[src/logic/som_pkg.sv]
// Package of constants and carrier types for the switch operating mode block.
package som_pkg;

  localparam int CLK_PERIOD_NS = 10;
  localparam int OSC_TICK_NS   = 1000;
  localparam int WDTO_MS       = 310;
  localparam int IN_TO_MS      = 250;
  localparam int NS_PER_MS     = 1000000;

  localparam int OSC_DIV_CYCLES = OSC_TICK_NS / CLK_PERIOD_NS;
  localparam int WDTO_TICKS     = WDTO_MS * (NS_PER_MS / OSC_TICK_NS);
  localparam int IN_TO_TICKS    = IN_TO_MS * (NS_PER_MS / OSC_TICK_NS);

  localparam int TMR_W = 24;
  localparam int DIV_W = 16;
  localparam int NUM_CH = 2;

  localparam int WATCHDOG_TOGGLE_BIT_POS = 15;
  localparam int WORD_W   = 16;

  localparam logic [1:0] DEFAULT_DELAY_CODE = 2'h0;
  localparam logic [1:0] DEFAULT_SLEW_CODE  = 2'h0;

  typedef enum logic [1:0] {
    MODE_SLEEP,
    MODE_NORMAL,
    MODE_FAILSAFE,
    MODE_FAULT
  } som_mode_e;

  typedef struct packed {
    logic       on_bit;
    logic       pwm_en;
    logic       dir_dis;
    logic       pwm_mod;
    logic [1:0] delay_code;
    logic [1:0] slew_code;
  } som_chcfg_s;

  typedef struct packed {
    logic [1:0] overcurrent_flag;
    logic [1:0] overtemperature_flag;
    logic [1:0] severe_short_flag;
    logic       undervoltage_flag;
    logic       overvoltage_flag;
  } som_faults_s;

  typedef struct packed {
    logic       hs_on;
    logic [1:0] delay_code;
    logic [1:0] slew_code;
  } som_drive_s;

  typedef struct packed {
    logic overcurrent;
    logic overtemperature;
    logic severe_short;
    logic undervoltage;
    logic overvoltage;
  } som_ch_fault_s;

  typedef struct packed {
    som_mode_e  mode;
    logic       normal;
    logic [1:0] ch_fault;
    logic [1:0] ch_on;
  } som_status_s;

  typedef struct packed {
    logic [TMR_W-1:0] cnt;
    logic             expired;
  } som_tmr_s;

  typedef struct packed {
    som_mode_e            mode;
    logic [DIV_W-1:0]     div_cnt;
    logic                 osc_tick;
    logic                 reset_release_pin_prev;
    logic [1:0]           in_prev;
    logic [1:0]           in_active;
    logic                 watchdog_toggle_bit_prev;
    logic                 wd_armed;
    logic                 wd_fail;
    logic                 exit_pend;
    logic                 vdd_seen;
    logic                 vdd_fail;
    logic                 fs_prev;
    logic                 failsafe_output_pin_drive;
    logic                 regs_reset;
    logic                 delatch;
    logic                 spi_enable;
    logic                 regs_default;
    logic                 access_block;
    logic                 normal;
    som_drive_s [1:0]     drive;
    som_status_s          status;
    som_ch_fault_s [1:0]  chfault;
  } som_ctl_s;

  localparam som_tmr_s SOM_TMR_RST = '0;
  localparam som_ctl_s SOM_CTL_RST = '0;

endpackage

[src/logic/som_timeout.sv]
// Saturating timeout counter advanced by the oscillator tick enable.
`timescale 1ns/10ps
module som_timeout
  import som_pkg::*;
#(
  parameter logic [TMR_W-1:0] LIMIT = TMR_W'(WDTO_TICKS)
) (
  input  wire logic clk_sys,
  input  wire logic rst_n,
  input  wire logic tick,
  input  wire logic run,
  input  wire logic restart,
  output logic      expired
);

  som_tmr_s q;
  som_tmr_s d;

  always_comb begin
    d = q;
    if (restart || !run) begin
      d = SOM_TMR_RST;
    end else if (tick && !q.expired) begin
      d.cnt = q.cnt + TMR_W'(1);
      if (q.cnt == LIMIT - TMR_W'(1)) begin
        d.expired = 1'b1;
      end
    end
  end

  always_ff @(posedge clk_sys or negedge rst_n) begin
    if (!rst_n) begin
      q <= SOM_TMR_RST;
    end else begin
      q <= d;
    end
  end

  // The flag holds once reached until a restart or a low run input clears it.
  assign expired = q.expired;

endmodule

[src/logic/som_mode_ctrl.sv]
// Operating mode controller and channel control selection of the switch.
//
// Overview of operation
// - Normal status flag is one only with wake-up set, fail-safe and fault clear.
// - Target on-state: direct input allowed, or on bit with PWM off or PWM modulation.
// - Direct input control uses default delay and slew codes, not programmed.
// - Rising reset-release or direct input wakes the device into normal mode.
// - Input-active flag drops after input inactivity longer than input timeout.
// - Both input flags low with reset-release low gives sleep mode.
// - Reset-release low or fail-safe: only direct inputs switch the channels.
// - Wake-up is reset-release OR either input-active flag.
// - Fail-safe set by watchdog timeout or logic supply loss when enabled.
// - Fault is OR of channel and supply faults, overvoltage qualified.
// - Priority: sleep, then fault, then fail-safe, otherwise normal.
// - Watchdog runs only with logic supply, not disabled, reset-release high.
// - Watchdog disable bit stops timeout from causing fail-safe entry.
// - Sleep turns channels and SPI off and holds registers at default.
// - After power-up the device rests in sleep mode.
// - Fail-safe entry drives fail-safe pin low, delatches, resets, blocks SPI.
// - Watchdog timer starts on reset-release rising edge with logic supply.
// - Missing watchdog bit change within timeout means lost link, fail-safe.
// - Status word shows per channel on/off and fault; fault register type.
// - Watchdog timeout is counted in internal oscillator ticks.
// - Watchdog bit is bit fifteen of every received word.
`timescale 1ns/10ps
module som_mode_ctrl
  import som_pkg::*;
#(
  parameter logic [DIV_W-1:0] OSC_DIV    = DIV_W'(OSC_DIV_CYCLES),
  parameter logic [TMR_W-1:0] WDTO_LIMIT = TMR_W'(WDTO_TICKS),
  parameter logic [TMR_W-1:0] INTO_LIMIT = TMR_W'(IN_TO_TICKS)
) (
  input  wire logic              clk_sys,
  input  wire logic              rst_n,
  input  wire logic              reset_release_pin,
  input  wire logic              vdd_present,
  input  wire logic [1:0]        in_pin,
  input  wire logic              rx_word_valid,
  input  wire logic [WORD_W-1:0] rx_word,
  input  wire logic              watchdog_disable_bit,
  input  wire logic              vdd_fail_en,
  input  wire logic              overvoltage_en,
  input  som_chcfg_s [1:0]       ch_cfg,
  input  som_faults_s            faults,
  output som_mode_e              mode,
  output logic                   normal_mode_flag,
  output som_drive_s [1:0]       drive,
  output logic                   failsafe_output_pin_o,
  output logic                   failsafe_output_pin_oe_n,
  output logic                   spi_enable,
  output logic                   spi_regs_default,
  output logic                   spi_regs_reset,
  output logic                   spi_access_block,
  output logic                   fault_delatch,
  output som_status_s            global_status_word,
  output som_ch_fault_s [1:0]    channel_fault_register
);

  function automatic logic som_rise(input logic prev, input logic cur);
    som_rise = cur && !prev;
  endfunction

  function automatic logic som_ch_fault(input som_faults_s f,
                                        input logic ov_en,
                                        input int ch);
    som_ch_fault = f.overcurrent_flag[ch] || f.overtemperature_flag[ch] ||
                   f.severe_short_flag[ch] || f.undervoltage_flag ||
                   (f.overvoltage_flag && ov_en);
  endfunction

  som_ctl_s q;
  som_ctl_s d;

  logic       wd_expired;
  logic [1:0] in_expired;
  logic       wd_run;
  logic       wd_restart;
  logic [1:0] in_restart;
  logic       reset_release_pin_rise;
  logic       watchdog_toggle_bit;
  logic       wd_toggle;

  // Watchdog timer conditions are needed by the timer instance as well.
  always_comb begin
    reset_release_pin_rise  = som_rise(q.reset_release_pin_prev, reset_release_pin);
    watchdog_toggle_bit       = rx_word[WATCHDOG_TOGGLE_BIT_POS];
    wd_toggle  = rx_word_valid && (watchdog_toggle_bit != q.watchdog_toggle_bit_prev);
    wd_run     = q.wd_armed && vdd_present && !watchdog_disable_bit &&
                 reset_release_pin &&
                 (q.mode == MODE_NORMAL || q.wd_fail);
    wd_restart = reset_release_pin_rise || wd_toggle ||
                 (rx_word_valid && q.wd_fail && !q.exit_pend);
    in_restart = in_pin | (in_pin ^ q.in_prev);
  end

  // The watchdog period is counted on oscillator ticks, not system clocks.
  som_timeout #(
    .LIMIT   (WDTO_LIMIT)
  ) u_wd_timer (
    .clk_sys (clk_sys),
    .rst_n   (rst_n),
    .tick    (q.osc_tick),
    .run     (wd_run),
    .restart (wd_restart),
    .expired (wd_expired)
  );

  som_timeout #(
    .LIMIT   (INTO_LIMIT)
  ) u_in0_timer (
    .clk_sys (clk_sys),
    .rst_n   (rst_n),
    .tick    (q.osc_tick),
    .run     (1'b1),
    .restart (in_restart[0]),
    .expired (in_expired[0])
  );

  som_timeout #(
    .LIMIT   (INTO_LIMIT)
  ) u_in1_timer (
    .clk_sys (clk_sys),
    .rst_n   (rst_n),
    .tick    (q.osc_tick),
    .run     (1'b1),
    .restart (in_restart[1]),
    .expired (in_expired[1])
  );

  always_comb begin
    logic       wake;
    logic       fault;
    logic       failsafe;
    logic       fs_entry;
    logic       direct_only;
    logic       spi_ctl;
    logic       dir_term;
    logic       spi_term;
    logic [1:0] ch_fault;
    som_mode_e  nmode;

    wake        = 1'b0;
    fault       = 1'b0;
    failsafe    = 1'b0;
    fs_entry    = 1'b0;
    direct_only = 1'b0;
    spi_ctl     = 1'b0;
    dir_term    = 1'b0;
    spi_term    = 1'b0;
    ch_fault    = 2'h0;
    nmode       = MODE_SLEEP;
    d           = q;

    // Oscillator tick divider.
    if (q.div_cnt >= OSC_DIV - DIV_W'(1)) begin
      d.div_cnt  = '0;
      d.osc_tick = 1'b1;
    end else begin
      d.div_cnt  = q.div_cnt + DIV_W'(1);
      d.osc_tick = 1'b0;
    end

    d.reset_release_pin_prev = reset_release_pin;
    d.in_prev   = in_pin;

    // Input activity flags; a fresh rising edge wins over a timeout.
    for (int i = 0; i < NUM_CH; i++) begin
      if (som_rise(q.in_prev[i], in_pin[i])) begin
        d.in_active[i] = 1'b1;
      end else if (in_expired[i]) begin
        d.in_active[i] = 1'b0;
      end
    end

    // Watchdog arming follows the reset-release pin.
    if (reset_release_pin_rise && vdd_present) begin
      d.wd_armed = 1'b1;
    end else if (!reset_release_pin) begin
      d.wd_armed = 1'b0;
    end

    if (rx_word_valid) begin
      d.watchdog_toggle_bit_prev = watchdog_toggle_bit;
    end

    // A timeout beats any exit attempt in the same cycle.
    if (wd_expired && wd_run && !watchdog_disable_bit) begin
      d.wd_fail   = 1'b1;
      d.exit_pend = 1'b0;
    end else if (!reset_release_pin || watchdog_disable_bit) begin
      d.wd_fail   = 1'b0;
      d.exit_pend = 1'b0;
    end else if (q.wd_fail && rx_word_valid) begin
      if (q.exit_pend) begin
        d.wd_fail   = 1'b0;
        d.exit_pend = 1'b0;
      end else if (watchdog_toggle_bit) begin
        d.exit_pend = 1'b1;
      end
    end

    // Supply loss only counts after the logic supply was once present.
    if (vdd_present) begin
      d.vdd_seen = 1'b1;
    end
    if (q.vdd_seen && !vdd_present && vdd_fail_en) begin
      d.vdd_fail = 1'b1;
    end else if (vdd_present) begin
      d.vdd_fail = 1'b0;
    end

    wake = reset_release_pin || q.in_active[0] || q.in_active[1];
    for (int i = 0; i < NUM_CH; i++) begin
      ch_fault[i] = som_ch_fault(faults, overvoltage_en, i);
    end
    fault    = |ch_fault;
    failsafe = q.wd_fail || q.vdd_fail;

    if (!wake) begin
      nmode = MODE_SLEEP;
    end else if (fault) begin
      nmode = MODE_FAULT;
    end else if (failsafe) begin
      nmode = MODE_FAILSAFE;
    end else begin
      nmode = MODE_NORMAL;
    end
    d.mode   = nmode;
    d.normal = wake && !failsafe && !fault;

    // Entry covers fault mode too, so a fail-safe over a fault delatches.
    d.fs_prev    = wake && failsafe;
    fs_entry     = wake && failsafe && !q.fs_prev;
    d.regs_reset = fs_entry;
    d.delatch    = fs_entry;
    d.failsafe_output_pin_drive = wake && failsafe;

    d.spi_enable   = wake;
    d.regs_default = !wake;
    d.access_block = wake && failsafe;

    direct_only = !reset_release_pin || failsafe;
    spi_ctl     = !direct_only;
    for (int i = 0; i < NUM_CH; i++) begin
      dir_term = in_pin[i] && (!ch_cfg[i].dir_dis || direct_only);
      spi_term = spi_ctl && ch_cfg[i].on_bit &&
                 (!ch_cfg[i].pwm_en || ch_cfg[i].pwm_mod);
      if (nmode == MODE_SLEEP || nmode == MODE_FAULT) begin
        d.drive[i].hs_on = 1'b0;
      end else begin
        d.drive[i].hs_on = dir_term || spi_term;
      end
      if (direct_only || (dir_term && !spi_term)) begin
        d.drive[i].delay_code = DEFAULT_DELAY_CODE;
        d.drive[i].slew_code  = DEFAULT_SLEW_CODE;
      end else begin
        d.drive[i].delay_code = ch_cfg[i].delay_code;
        d.drive[i].slew_code  = ch_cfg[i].slew_code;
      end
      d.chfault[i].overcurrent     = faults.overcurrent_flag[i];
      d.chfault[i].overtemperature = faults.overtemperature_flag[i];
      d.chfault[i].severe_short    = faults.severe_short_flag[i];
      d.chfault[i].undervoltage    = faults.undervoltage_flag;
      d.chfault[i].overvoltage     = faults.overvoltage_flag &&
                                     overvoltage_en;
      d.status.ch_on[i]    = q.drive[i].hs_on;
      d.status.ch_fault[i] = ch_fault[i];
    end
    d.status.mode   = q.mode;
    d.status.normal = q.normal;
  end

  always_ff @(posedge clk_sys or negedge rst_n) begin
    if (!rst_n) begin
      q <= SOM_CTL_RST;
    end else begin
      q <= d;
    end
  end

  assign mode                     = q.mode;
  assign normal_mode_flag         = q.normal;
  assign drive                    = q.drive;
  assign failsafe_output_pin_o    = 1'b0;
  assign failsafe_output_pin_oe_n = !q.failsafe_output_pin_drive;
  assign spi_enable               = q.spi_enable;
  assign spi_regs_default         = q.regs_default;
  assign spi_regs_reset           = q.regs_reset;
  assign spi_access_block         = q.access_block;
  assign fault_delatch            = q.delatch;
  assign global_status_word       = q.status;
  assign channel_fault_register   = q.chfault;

endmodule

[config.mk]
export PLATFORM = sky130hd
export DESIGN_NAME = som_mode_ctrl
export DESIGN_NICKNAME = d
export VERILOG_FILES = /design/src/logic/som_pkg.sv /design/src/logic/som_timeout.sv /design/src/logic/som_mode_ctrl.sv
export SDC_FILE = /design/constraint.sdc
export NUM_CORES = 1
export LEC_CHECK = 0
export ABC_AREA = 1
export BUFFER_PORTS_ARGS = -buffer_cell sky130_fd_sc_hd__buf_2
export CORE_MARGIN = 2
export CORE_UTILIZATION = 40
export DETAILED_ROUTE_END_ITERATION = 16
export GPL_TIMING_DRIVEN = 0
export PLACE_DENSITY = 0.57
export SETUP_SLACK_MARGIN = 0.02
export SLEW_MARGIN = 20
export SYNTH_ARGS = -nofsm -noshare
export SYNTH_HDL_FRONTEND = slang
export SYNTH_SLANG_ARGS = --single-unit
[constraint.sdc]
create_clock -name clk_sys -period 1.75 [get_ports clk_sys]
set_input_delay 0.35 -clock clk_sys [delete_from_list [all_inputs] [get_ports clk_sys]]
set_output_delay 0.35 -clock clk_sys [all_outputs]
set_load 0.05 [all_outputs]
Yosys cells after proc, flatten, opt, wreduce, memory -nomap -nowiden
Index checks and enable logic that the tools add are counted.
{"block": "totals", "regBits": 135, "input_bits": 50, "output_inout_bits": 37, "wordCells": 183}
{"block": "classes", "add_sub_neg": 4, "order_cmp": 1, "n_eq_ne": 7, "muxes": 31, "bitwise_logic": 2, "reduce_logical": 96}
{"operator": "$mux 25", "count": 6}
{"operator": "$add 24x1->24 const B", "count": 3}
{"operator": "$eq 24x18->1 const B", "count": 2}
{"operator": "$logic_and 1x1->1", "count": 31}
{"operator": "$logic_or 1x1->1", "count": 26}
{"operator": "$eq 24x19->1 const B", "count": 1}
{"operator": "$logic_not 1->1", "count": 22}
{"operator": "$reduce_bool 2->1", "count": 9}
{"operator": "$mux 17", "count": 1}
{"operator": "$add 16x1->16 const B", "count": 1}
{"operator": "$ge 16x7->1 const B", "count": 1}
{"operator": "$mux 1", "count": 16}
{"operator": "$mux 2", "count": 6}
{"operator": "$mux 4", "count": 2}
{"operator": "$reduce_and 2->1", "count": 4}
{"operator": "$reduce_bool 3->1", "count": 2}
{"operator": "$eq 2x1->1 const B", "count": 1}
{"operator": "$eq 2x2->1 const B", "count": 1}
{"operator": "$logic_not 2->1", "count": 1}
{"operator": "$ne 2x1->1 const B", "count": 1}
{"operator": "$or 2x2->2", "count": 1}
{"operator": "$reduce_or 2->1", "count": 1}
{"operator": "$xor 2x2->2", "count": 1}
{"operator": "$ne 1x1->1", "count": 1}

Longest topological paths before layout
Gate-level depths: netlist of run 1.
{"block": "depth", "ltp_word": 10, "mapped_depth": 10, "mapped_depth_nobuf": 10}

By module
From an unflattened synthesis of run 1, not the netlist that was laid out.
{"block": "hier_totals", "hier_cells": 929, "hier_area_um2": 7080.5}
{"module": "som_timeout at u_in0_timer ...", "instances": 2, "cells_per_inst": 242, "area_each_um2": 1584.0, "seq_area_each_um2": 625.6}
{"module": "som_mode_ctrl", "instances": 1, "cells_per_inst": 216, "area_each_um2": 2381.0, "seq_area_each_um2": 1501.4}
{"module": "som_timeout at u_wd_timer", "instances": 1, "cells_per_inst": 229, "area_each_um2": 1531.5, "seq_area_each_um2": 625.6}

Worst setup path after synthesis of run 1
OpenSTA, ideal clock, no wires.
{"block": "synth_path", "kind": "reg-to-reg", "start": "reg u_in0_timer.q[1] (netlist name)", "end": "reg u_in0_timer.q[21] (netlist name)", "setup_ns": 0.117, "arrival_ns": 1.267, "required_ns": 1.633, "path_slack_ns": 0.366, "path_stages_with_launch": 11, "path_buffers": 0, "period_less_slack_ns": 1.384, "cell_sequence": "dfrtp_1 > ha_1 > nand2_1 > nor2_2 > nand2_1 > nor2_1 > inv_1 > nor2_1 > nand2_1 > nand2_1 > nor2_1"}
{"block": "synth_via", "elab_chain_cells": 3}
{"element": "start, declared", "line_no": "som_timeout.sv:16", "source": "som_tmr_s q;"}
{"element": "start signal, assigned", "line_no": "som_timeout.sv:33", "source": "q <= SOM_TMR_RST;"}
{"element": "start signal, assigned", "line_no": "som_timeout.sv:35", "source": "q <= d;"}
{"element": "$add 24x1->24", "line_no": "som_timeout.sv:24", "source": "d.cnt = q.cnt + TMR_W'(1);"}
{"element": "$mux 25", "line_no": "som_timeout.sv:23", "source": "end else if (tick && !q.expired) begin"}
{"element": "$mux 25", "line_no": "som_timeout.sv:21", "source": "if (restart || !run) begin"}
Every way passes these cells. The select of a mux whose other input is x is not followed.
A chain may end at the register's enable or synchronous reset.

Worst setup path in the final report of run 1
{"block": "layout_path", "start": "reg u_wd_timer.q[2] (netlist name)", "end": "reg u_wd_timer.q[23] (netlist name)"}
{"block": "layout_via", "elab_chain_cells": 3}
{"element": "start, declared", "line_no": "som_timeout.sv:16"}
{"element": "start signal, assigned", "line_no": "som_timeout.sv:33"}
{"element": "start signal, assigned", "line_no": "som_timeout.sv:35"}
{"element": "$add 24x1->24", "line_no": "som_timeout.sv:24"}
{"element": "$mux 25", "line_no": "som_timeout.sv:23"}
{"element": "$mux 25", "line_no": "som_timeout.sv:21"}
Every way passes these cells. The select of a mux whose other input is x is not followed.

==> impl_table.tex, run 1 <==
\begin{tabular}{lr}
\hline
Metric & Value \\
\hline
\multicolumn{2}{l}{\textbf{Outcome}} \\
\quad Status & finished clean \\
\multicolumn{2}{l}{\textbf{Layout}} \\
\quad Area of combinational cells with multiple inputs & approximately 0.0028 sq mm \\
\quad Final-layout fill cell count & about 1700 \\
\quad Most common library cell in the layout ignoring fill and taps & sky130\_fd\_sc\_hd\_\_nand2\_1 \\
\quad Sequential standard cell area & 0.003378 sq mm \\
\quad Fraction of final layout cells sized beyond drive strength 1 & 0.1766 \\
\quad Synth-to-layout area growth & 19.06\% \\
\quad Final core utilization & 0.4873 \\
\quad Number of nets at the end of the flow & a little over 1000 \\
\quad Commonest non-fill, non-tap cells in the layout & 198 x sky130\_fd\_sc\_hd\_\_nand2\_1, 180 x sky130\_fd\_sc\_hd\_\_nor2\_1, 135 x sky130\_fd\_sc\_hd\_\_dfrtp\_1 \\
\quad Non-Filler Instances & roughly 1200 \\
\quad Ant diodes & 0 \\
\multicolumn{2}{l}{\textbf{Die}} \\
\quad Initial Utilization & 0.4093 \\
\quad Die Outline Area & 0.01803 sq mm \\
\quad Width of the die & 134.3 microns \\
\quad \# rows & 47 \\
\quad Overall die height & roughly 130 microns \\
\quad I/O pins & 87 \\
\quad Area inside the core boundary & 0.01658 sq mm \\
\multicolumn{2}{l}{\textbf{Setup path}} \\
\quad Crit path kind & reg -> reg \\
\quad Worst-case register-to-register setup slack & 0.18 ns \\
\quad Termination of the worst setup path & u\_wd\_timer.q[23] \\
\quad Data required time of the critical path & 2.06 ns \\
\quad Worst setup path startpoint & u\_wd\_timer.q[2] \\
\quad CP Launch Type & register \\
\quad Delay of the slowest cell on the worst path & 0.39 ns \\
\quad Master of the slowest instance on the critical path & sky130\_fd\_sc\_hd\_\_dfrtp\_1 \\
\quad Worst endpoint data arrival time & 1.88 ns \\
\quad Endpoint of the worst register-to-register path & u\_wd\_timer.q[23] \\
\quad Critical-path maximum fanout & 4 \\
\quad Cell-by-cell listing of the critical path & ha\_1 > nand2\_1 > nor2\_2 > nand3\_1 > nor2\_1 > nand3\_1 > nand2\_1 > nor2\_1 \\
\quad FF-to-FF path depth & 8 \\
\quad Kind of capture point of the worst setup path & register \\
\quad Critical register-to-register path startpoint & u\_wd\_timer.q[2] \\
\multicolumn{2}{l}{\textbf{Clock tree}} \\
\quad CTS Sinks & approximately 140 \\
\quad Buffers inserted during post-CTS setup optimization & 0 \\
\quad Worst-skew pair later-pin latency & 0.42 ns \\
\quad TritonCTS clock tree & built \\
\quad Clock-pin slew on the worst setup and hold paths & 0.06 ns \\
\quad Number of CTS-inserted buffers & 17 \\
\quad Clock root buffer & sky130\_fd\_sc\_hd\_\_clkbuf\_16 \\
\quad H-tree depth reported by CTS & 4 \\
\quad Maximum count of clock buffers along a single path & 2 \\
\multicolumn{2}{l}{\textbf{Power}} \\
\quad Pwr Total & 0.007157 W \\
\quad Highest ir drop seen on vdd & 709.4 uV \\
\quad Leak Pwr & around 3.8 nW \\
\quad Ratio of total power to cell area & 885.6 mW/mm\^{}2 \\
\multicolumn{2}{l}{\textbf{Place}} \\
\quad Detailed placer's ending HPWL & between 10000 and 15000 microns \\
\quad Port buffer count & 70 \\
\quad Placer Congestion & 0.8467 \\
\quad Cells after DPL & 1172 \\
\multicolumn{2}{l}{\textbf{STA}} \\
\quad F\_max & roughly 0.64 GHz \\
\quad Number of hold violations in the final report & 0 \\
\quad Slew at the pin closest to its max-slew limit & between 0.6 and 0.7 ns \\
\quad Setup-violating endpoint count in the final report & 0 \\
\quad Setup repair after global routing missed its margin & yes \\
\quad Final setup TNS & 0 ns \\
\quad Tmin final & between 1.5 and 2 ns \\
\quad Final max-slew violation count & 0 \\
\quad Hold slack & 0.04377 ns \\
\quad Portion of the clock cycle consumed by the worst path in the final layout & 0.8989 \\
\quad Headroom to the max-slew limit & 0.5945 \\
\quad Clock Skews & about 0.0077 ns \\
\multicolumn{2}{l}{\textbf{Global route}} \\
\quad Residual overflow from global routing & 0 \\
\quad Maximum number of pins on one net before global-route repair & 80 \\
\quad First-pass GRT wire length & 24660 microns \\
\quad Vias in the first global route & 5309 \\
\quad Total routing resource utilization after global routing & 0.1706 \\
\quad Antenna violations before repair & 0 \\
\multicolumn{2}{l}{\textbf{Drt}} \\
\quad Routed wirelength normalized by instance count & $\sim$12 microns \\
\quad First DRT Iteration DRCs & about 230 \\
\quad Total iterations of the first detailed-routing run & 4 \\
\quad Vias after detailed routing & 5529 \\
\quad Remaining design rule violation count & 0 \\
\quad Routed Wire Length & between 10000 and 15000 microns \\
\quad Vias per Instance & 4.588 \\
\quad Remaining antenna violation count after routing & 0 \\
\multicolumn{2}{l}{\textbf{Yosys}} \\
\quad Synth warnings & 0 \\
\quad Area of the mapped netlist & 0.006788 sq mm \\
\quad Sequential-to-total area share from yosys stat & 0.4977 \\
\quad Number of instances in the synthesized netlist & around 870 \\
\quad Count of unique library cells instantiated by Yosys & 35 \\
\quad Flop and latch count out of synthesis & 135 \\
\quad Avg Synthesized Cell Area & 7.784 sq um \\
\multicolumn{2}{l}{\textbf{Run}} \\
\quad Max-cap violation count & 0 \\
\multicolumn{2}{l}{\textbf{Worst hold path}} \\
\quad Worst min-delay path class & in -> reg \\
\hline
\end{tabular}
-- cells in the mapped netlist --
cell type	number	share of area
sky130_fd_sc_hd__a21boi_0	3	0.0033
sky130_fd_sc_hd__a21o_1	1	0.0011
sky130_fd_sc_hd__a21oi_1	37	0.027
sky130_fd_sc_hd__a22oi_1	1	0.0011
sky130_fd_sc_hd__and3_1	3	0.0028
sky130_fd_sc_hd__buf_2	3	0.0022
sky130_fd_sc_hd__buf_4	31	0.034
sky130_fd_sc_hd__buf_6	2	0.0033
sky130_fd_sc_hd__clkbuf_1	2	0.0011
sky130_fd_sc_hd__conb_1	1	0.00055
sky130_fd_sc_hd__dfrtp_1	135	0.50
sky130_fd_sc_hd__ha_1	4	0.0074
sky130_fd_sc_hd__inv_1	100	0.055
sky130_fd_sc_hd__inv_2	6	0.0033
sky130_fd_sc_hd__mux2_2	1	0.0017
sky130_fd_sc_hd__nand2_1	198	0.11
sky130_fd_sc_hd__nand2_2	2	0.0018
sky130_fd_sc_hd__nand2_4	2	0.0033
sky130_fd_sc_hd__nand3_1	47	0.035
sky130_fd_sc_hd__nand3_2	3	0.0044
sky130_fd_sc_hd__nand3b_1	4	0.0044
sky130_fd_sc_hd__nand4_1	17	0.016
sky130_fd_sc_hd__nor2_1	181	0.10
sky130_fd_sc_hd__nor2_2	11	0.010
sky130_fd_sc_hd__nor2_4	7	0.012
sky130_fd_sc_hd__nor3_1	18	0.013
sky130_fd_sc_hd__nor4_1	2	0.0018
sky130_fd_sc_hd__o211ai_1	2	0.0022
sky130_fd_sc_hd__o21a_1	1	0.0011
sky130_fd_sc_hd__o21ai_0	26	0.019
sky130_fd_sc_hd__o21ai_1	2	0.0015
sky130_fd_sc_hd__o21bai_1	5	0.0055
sky130_fd_sc_hd__or2_2	2	0.0018
sky130_fd_sc_hd__xnor2_1	2	0.0026
sky130_fd_sc_hd__xor2_1	10	0.013
-- worst min-delay path by stage --
stage	start	end	slack, ns	cells after the start
floorplan	rst_n	channel_fault_register[2]	0.05	0
global placement	normal_mode_flag	global_status_word[4]	0.35	0
detailed placement	rst_n	drive[5]	0.31	1
CTS	faults[2]	channel_fault_register[2]	0.03	1
global route	faults[2]	channel_fault_register[2]	0.02	1
finish	faults[7]	channel_fault_register[9]	0.04	1
-- cell families after synthesis --
kind of cell             synth area share
flip-flops                         0.4977
buffers and inverters             0.09954
AO/OA/AOI/OAI                     0.06230
AND/OR/NAND/NOR                    0.3154
adder cells (fa/ha/maj)          0.007374
other                           0.0005525
XOR/XNOR                          0.01548
multiplexers                     0.001659
-- metrics by stage --
step           setup WS (ns)  area [sq um]
2_1_floorplan         0.3663          6822
3_3_place_gp          -1.600          7447
3_5_place_dp         0.01904          7485
4_1_cts              0.08768          8073
5_1_grt             0.005569          8082
6_report              0.1769          8082
-- power breakdown --
group	total (W)	internal (W)	leakage [nW]	switching (W)
clock	0.00351	0.00204	0.283	0.00147
combinational	0.000428	0.000136	1.73	0.000291
sequential	0.00322	0.00318	1.77	0.0000347
total	0.00716	0.00536	3.79	0.00180
-- final cells by class --
cell class,count,area share
sequential,135,0.4180
buffer,38,0.03453
timing repair buffer,72,0.04923
clock buffer,19,0.05481
tap,220,0.03406
inverter,106,0.04923
clock inverter,13,0.01672
multi-input combinational,602,0.3434
-- what timing repair did --
action	4_1_cts	5_1_grt
endpoints found under the hold margin	56	0
gates resized for setup	0	4
setup endpoints to repair	0	4
hold buffers	1	0
-- state kept, by name, summed over array words and instances (netlist names) --
| signal | cells |
|---|---|
| u_in0_timer.q | 24 |
| q | 28 |
| drive | 10 |
| mode | 2 |
| spi_access_block | 1 |
| channel_fault_register | 8 |
| u_wd_timer.expired | 1 |
| spi_enable | 1 |
| u_in1_timer.q | 24 |
| u_wd_timer.q | 24 |
| u_in0_timer.expired | 1 |
| u_in1_timer.expired | 1 |
| fault_delatch | 1 |
| global_status_word | 7 |
| normal_mode_flag | 1 |
| spi_regs_default | 1 |
-- worst max-delay path, delay by kind of cell, from the launching register on --
| kind | cells | cell delay (ns) |
|---|---|---|
| DFF | 1 | 0.39 |
| and+or+nand+nor | 7 | 0.85 |
| adders and majority gates | 1 | 0.21 |
-- routing by layer --
layer	track usage	part of all wire
met1	0.2264	0.49
met2	0.2775	0.46
met3	0.03288	0.036
met4	0.06491	0.016
met5	0	0
(Power assumes the default switching activity.)
==> inputs of run 2 (changes only) <==
CORE_MARGIN = 8   (was 2)
==> impl_table.tex, run 2 (synthesis gave the netlist of run 1 again) <==
\begin{tabular}{lr}
\hline
Metric & Value \\
\hline
\multicolumn{2}{l}{\textbf{Global route}} \\
\quad First-pass GRT wire length & 24630 microns (-0.11\%) \\
\quad Antenna violations before repair & 0 (unchanged) \\
\quad Total routing resource utilization after global routing & 0.1399 (-0.03066) \\
\quad Maximum number of pins on one net before global-route repair & 70 (-13\%) \\
\quad Vias in the first global route & 5263 (-0.87\%) \\
\quad Residual overflow from global routing & 0 (unchanged) \\
\multicolumn{2}{l}{\textbf{STA}} \\
\quad Portion of the clock cycle consumed by the worst path in the final layout & 0.9116 (+0.01269) \\
\quad Final max-slew violation count & 0 (unchanged) \\
\quad Slew at the pin closest to its max-slew limit & 0.6565 ns (+0.05289 ns) \\
\quad Setup-violating endpoint count in the final report & 0 (unchanged) \\
\quad Setup repair after global routing missed its margin & no \\
\quad Headroom to the max-slew limit & 0.5607 (-0.03378) \\
\quad Final setup TNS & 0 ns (unchanged) \\
\quad Clock Skews & 0.008700 ns (+0.001012 ns) \\
\quad Number of hold violations in the final report & 0 (unchanged) \\
\quad Tmin final & 1.595 ns (+0.02222 ns) \\
\quad F\_max & 0.6268 GHz (-1.4\%) \\
\multicolumn{2}{l}{\textbf{Setup path}} \\
\quad Kind of capture point of the worst setup path & register \\
\quad Critical-path maximum fanout & 9 (+5) \\
\quad Crit path kind & reg -> reg \\
\quad Data required time of the critical path & 2.06 ns (about the same) \\
\quad Worst endpoint data arrival time & 1.90 ns (+0.02 ns) \\
\quad CP Launch Type & register \\
\multicolumn{2}{l}{\textbf{Die}} \\
\quad I/O pins & 87 (unchanged) \\
\quad Initial Utilization & 0.4093 (unchanged) \\
\quad Area inside the core boundary & 0.01658 sq mm (unchanged) \\
\quad Die Outline Area & 0.02139 sq mm (+19\%) \\
\quad \# rows & 47 (unchanged) \\
\quad Overall die height & 146.3 microns (+8.9\%) \\
\quad Width of the die & 146.3 microns (+8.9\%) \\
\multicolumn{2}{l}{\textbf{Run}} \\
\quad Max-cap violation count & 0 (unchanged) \\
\multicolumn{2}{l}{\textbf{Drt}} \\
\quad First DRT Iteration DRCs & 262 (+15\%) \\
\quad Routed Wire Length & 14370 microns (+2.3\%) \\
\quad Total iterations of the first detailed-routing run & 5 (+1) \\
\quad Remaining design rule violation count & 0 (unchanged) \\
\quad Routed wirelength normalized by instance count & 11.93 microns (+2.3\%) \\
\quad Vias per Instance & 4.569 (-0.42\%) \\
\quad Vias after detailed routing & 5506 (-0.42\%) \\
\quad Remaining antenna violation count after routing & 0 (unchanged) \\
\multicolumn{2}{l}{\textbf{Layout}} \\
\quad Non-Filler Cell Area, Final & 0.008129 sq mm (+0.59\%) \\
\quad Final-layout fill cell count & 1631 (-2.2\%) \\
\quad Register name with the most flops & q \\
\quad Commonest non-fill, non-tap cells in the layout & 198 x sky130\_fd\_sc\_hd\_\_nand2\_1, 178 x sky130\_fd\_sc\_hd\_\_nor2\_1, 135 x sky130\_fd\_sc\_hd\_\_dfrtp\_1 \\
\quad Ant diodes & 0 (unchanged) \\
\quad Most common library cell in the layout ignoring fill and taps & sky130\_fd\_sc\_hd\_\_nand2\_1 \\
\quad Number of nets at the end of the flow & 1026 (unchanged) \\
\quad Largest register FFs & 28 (unchanged) \\
\quad Synth-to-layout area growth & 19.76\% \\
\quad Fraction of final layout cells sized beyond drive strength 1 & 0.1787 (+0.002030) \\
\multicolumn{2}{l}{\textbf{Clock tree}} \\
\quad TritonCTS clock tree & built \\
\quad Clock-pin slew on the worst setup and hold paths & 0.06 ns (about the same) \\
\quad Worst-skew pair later-pin latency & 0.42 ns (about the same) \\
\quad CTS Sinks & 135 (unchanged) \\
\quad Number of CTS-inserted buffers & 17 (unchanged) \\
\quad H-tree depth reported by CTS & 4 (unchanged) \\
\quad Clock root buffer & sky130\_fd\_sc\_hd\_\_clkbuf\_16 \\
\quad Buffers inserted during post-CTS setup optimization & 0 (unchanged) \\
\quad Maximum count of clock buffers along a single path & 2 (unchanged) \\
\multicolumn{2}{l}{\textbf{Power}} \\
\quad Reported net switching power & 0.001693 W (-6.0\%) \\
\quad Sw Share & 0.2309 (-0.02074) \\
\quad Leak Pwr & 3.799 nW (+0.32\%) \\
\quad Combinational Power Share & 0.059 (about the same) \\
\quad Highest ir drop seen on vdd & 600.4 uV (-15\%) \\
\quad Ratio of total power to cell area & 902.4 mW/mm\^{}2 (+1.9\%) \\
\quad Relative contribution of the clock network to total power & 0.502 (+0.011) \\
\quad P\_int & 0.005642 W (+5.3\%) \\
\quad Seq pwr share & 0.439 (-0.011) \\
\multicolumn{2}{l}{\textbf{Place}} \\
\quad Detailed placer's ending HPWL & 10680 microns (+2.7\%) \\
\quad Post-DP Area & 0.007485 sq mm (unchanged) \\
\quad Port buffer count & 70 (unchanged) \\
\quad Placer Congestion & 0.8338 (-1.5\%) \\
\multicolumn{2}{l}{\textbf{Outcome}} \\
\quad Status & finished clean \\
\multicolumn{2}{l}{\textbf{Worst hold path}} \\
\quad Worst min-delay path class & in -> reg \\
\hline
\end{tabular}
## run 2: changes by cell type in the layout (fill, tap and decap cells not counted)
cell and delta:
sky130_fd_sc_hd__inv_6 -4, sky130_fd_sc_hd__bufinv_16 +2, sky130_fd_sc_hd__clkinv_2 +2, sky130_fd_sc_hd__inv_8 -2
sky130_fd_sc_hd__nor2_1 -2, sky130_fd_sc_hd__nor2_4 +2, sky130_fd_sc_hd__clkbuf_1 +1, sky130_fd_sc_hd__clkbuf_8 +1
sky130_fd_sc_hd__ha_1 -1, sky130_fd_sc_hd__ha_2 +1
## run 2: power by group through the flow
stage                     logic (W)  clock network [W]  registers [W]
after floorplan            0.000250                  0        0.00328
final                      0.000433            0.00368        0.00322
after detailed placement   0.000441                  0        0.00327
after global placement     0.000425                  0        0.00327
after CTS                  0.000443            0.00376        0.00322
after global routing       0.000491            0.00389        0.00323
## run 2: layout make-up
class	count	area, sq um	area share
Multi-Input combinational cell	602	2793	0.3435
Tap cell	220	275.3	0.03386
Sequential cell	135	3378	0.4156
Clock buffer	21	460.4	0.05664
Clock inverter	11	147.6	0.01816
Timing Repair Buffer	72	397.9	0.04895
Inverter	106	397.9	0.04895
Buffer	38	279.0	0.03432
## run 2: final timing paths
check	start	end	slack, ns	cells after the start
max	q[44]	u_in1_timer.q[24]	0.15	6
min	faults[2]	channel_fault_register[2]	0.05	1
max reg2reg	q[44]	u_in1_timer.q[24]	0.15	6
min reg2reg	drive[4]	global_status_word[0]	0.37	0
max in group asynchronous	rst_n	u_wd_timer.q[9]	0.56	3
min in group asynchronous	rst_n	u_in1_timer.q[13]	0.47	2
## run 2: metal layers
layer  track usage  wire [microns]  vias up  part of all wire
met5             0               0        -                 0
met4       0.04482             184        0             0.013
met3       0.04234             537       14             0.037
met2        0.2245            6575       66              0.46
met1        0.1773            7076     2509              0.49
li1              -               -     2917                 -
## run 2: worst max-delay path: stages (launching register included)
cell,delay [ns]
sky130_fd_sc_hd__dfrtp_1,0.38
sky130_fd_sc_hd__nor2_1,0.53
sky130_fd_sc_hd__nand2_1,0.22
sky130_fd_sc_hd__nand2_1,0.10
sky130_fd_sc_hd__nor2_1,0.05
sky130_fd_sc_hd__a21oi_1,0.15
sky130_fd_sc_hd__nor2_1,0.06
## run 2: per-stage QoR
stage          total power, W  utilization  hold slack [ns]  worst slack (ns)  std cells
2_1_floorplan        0.003529            -          0.05441            0.3663        881
3_3_place_gp         0.003699       0.4491           0.3519            -1.656       1171
3_5_place_dp         0.003716       0.4513           0.3565           0.04370       1172
4_1_cts              0.007421       0.4886          0.03732           0.09315       1205
5_1_grt              0.007603       0.4902          0.03446           0.03435       1205
6_report             0.007335       0.4902          0.05340            0.1546       1205
## run 2: what timing repair did
| action | in CTS | in global routing |
|---|---|---|
| endpoints found under the setup margin | 0 | 3 |
| endpoints found under the hold margin | 68 | 0 |
| resized for setup | 0 | 9 |
| hold buffers | 1 | 0 |
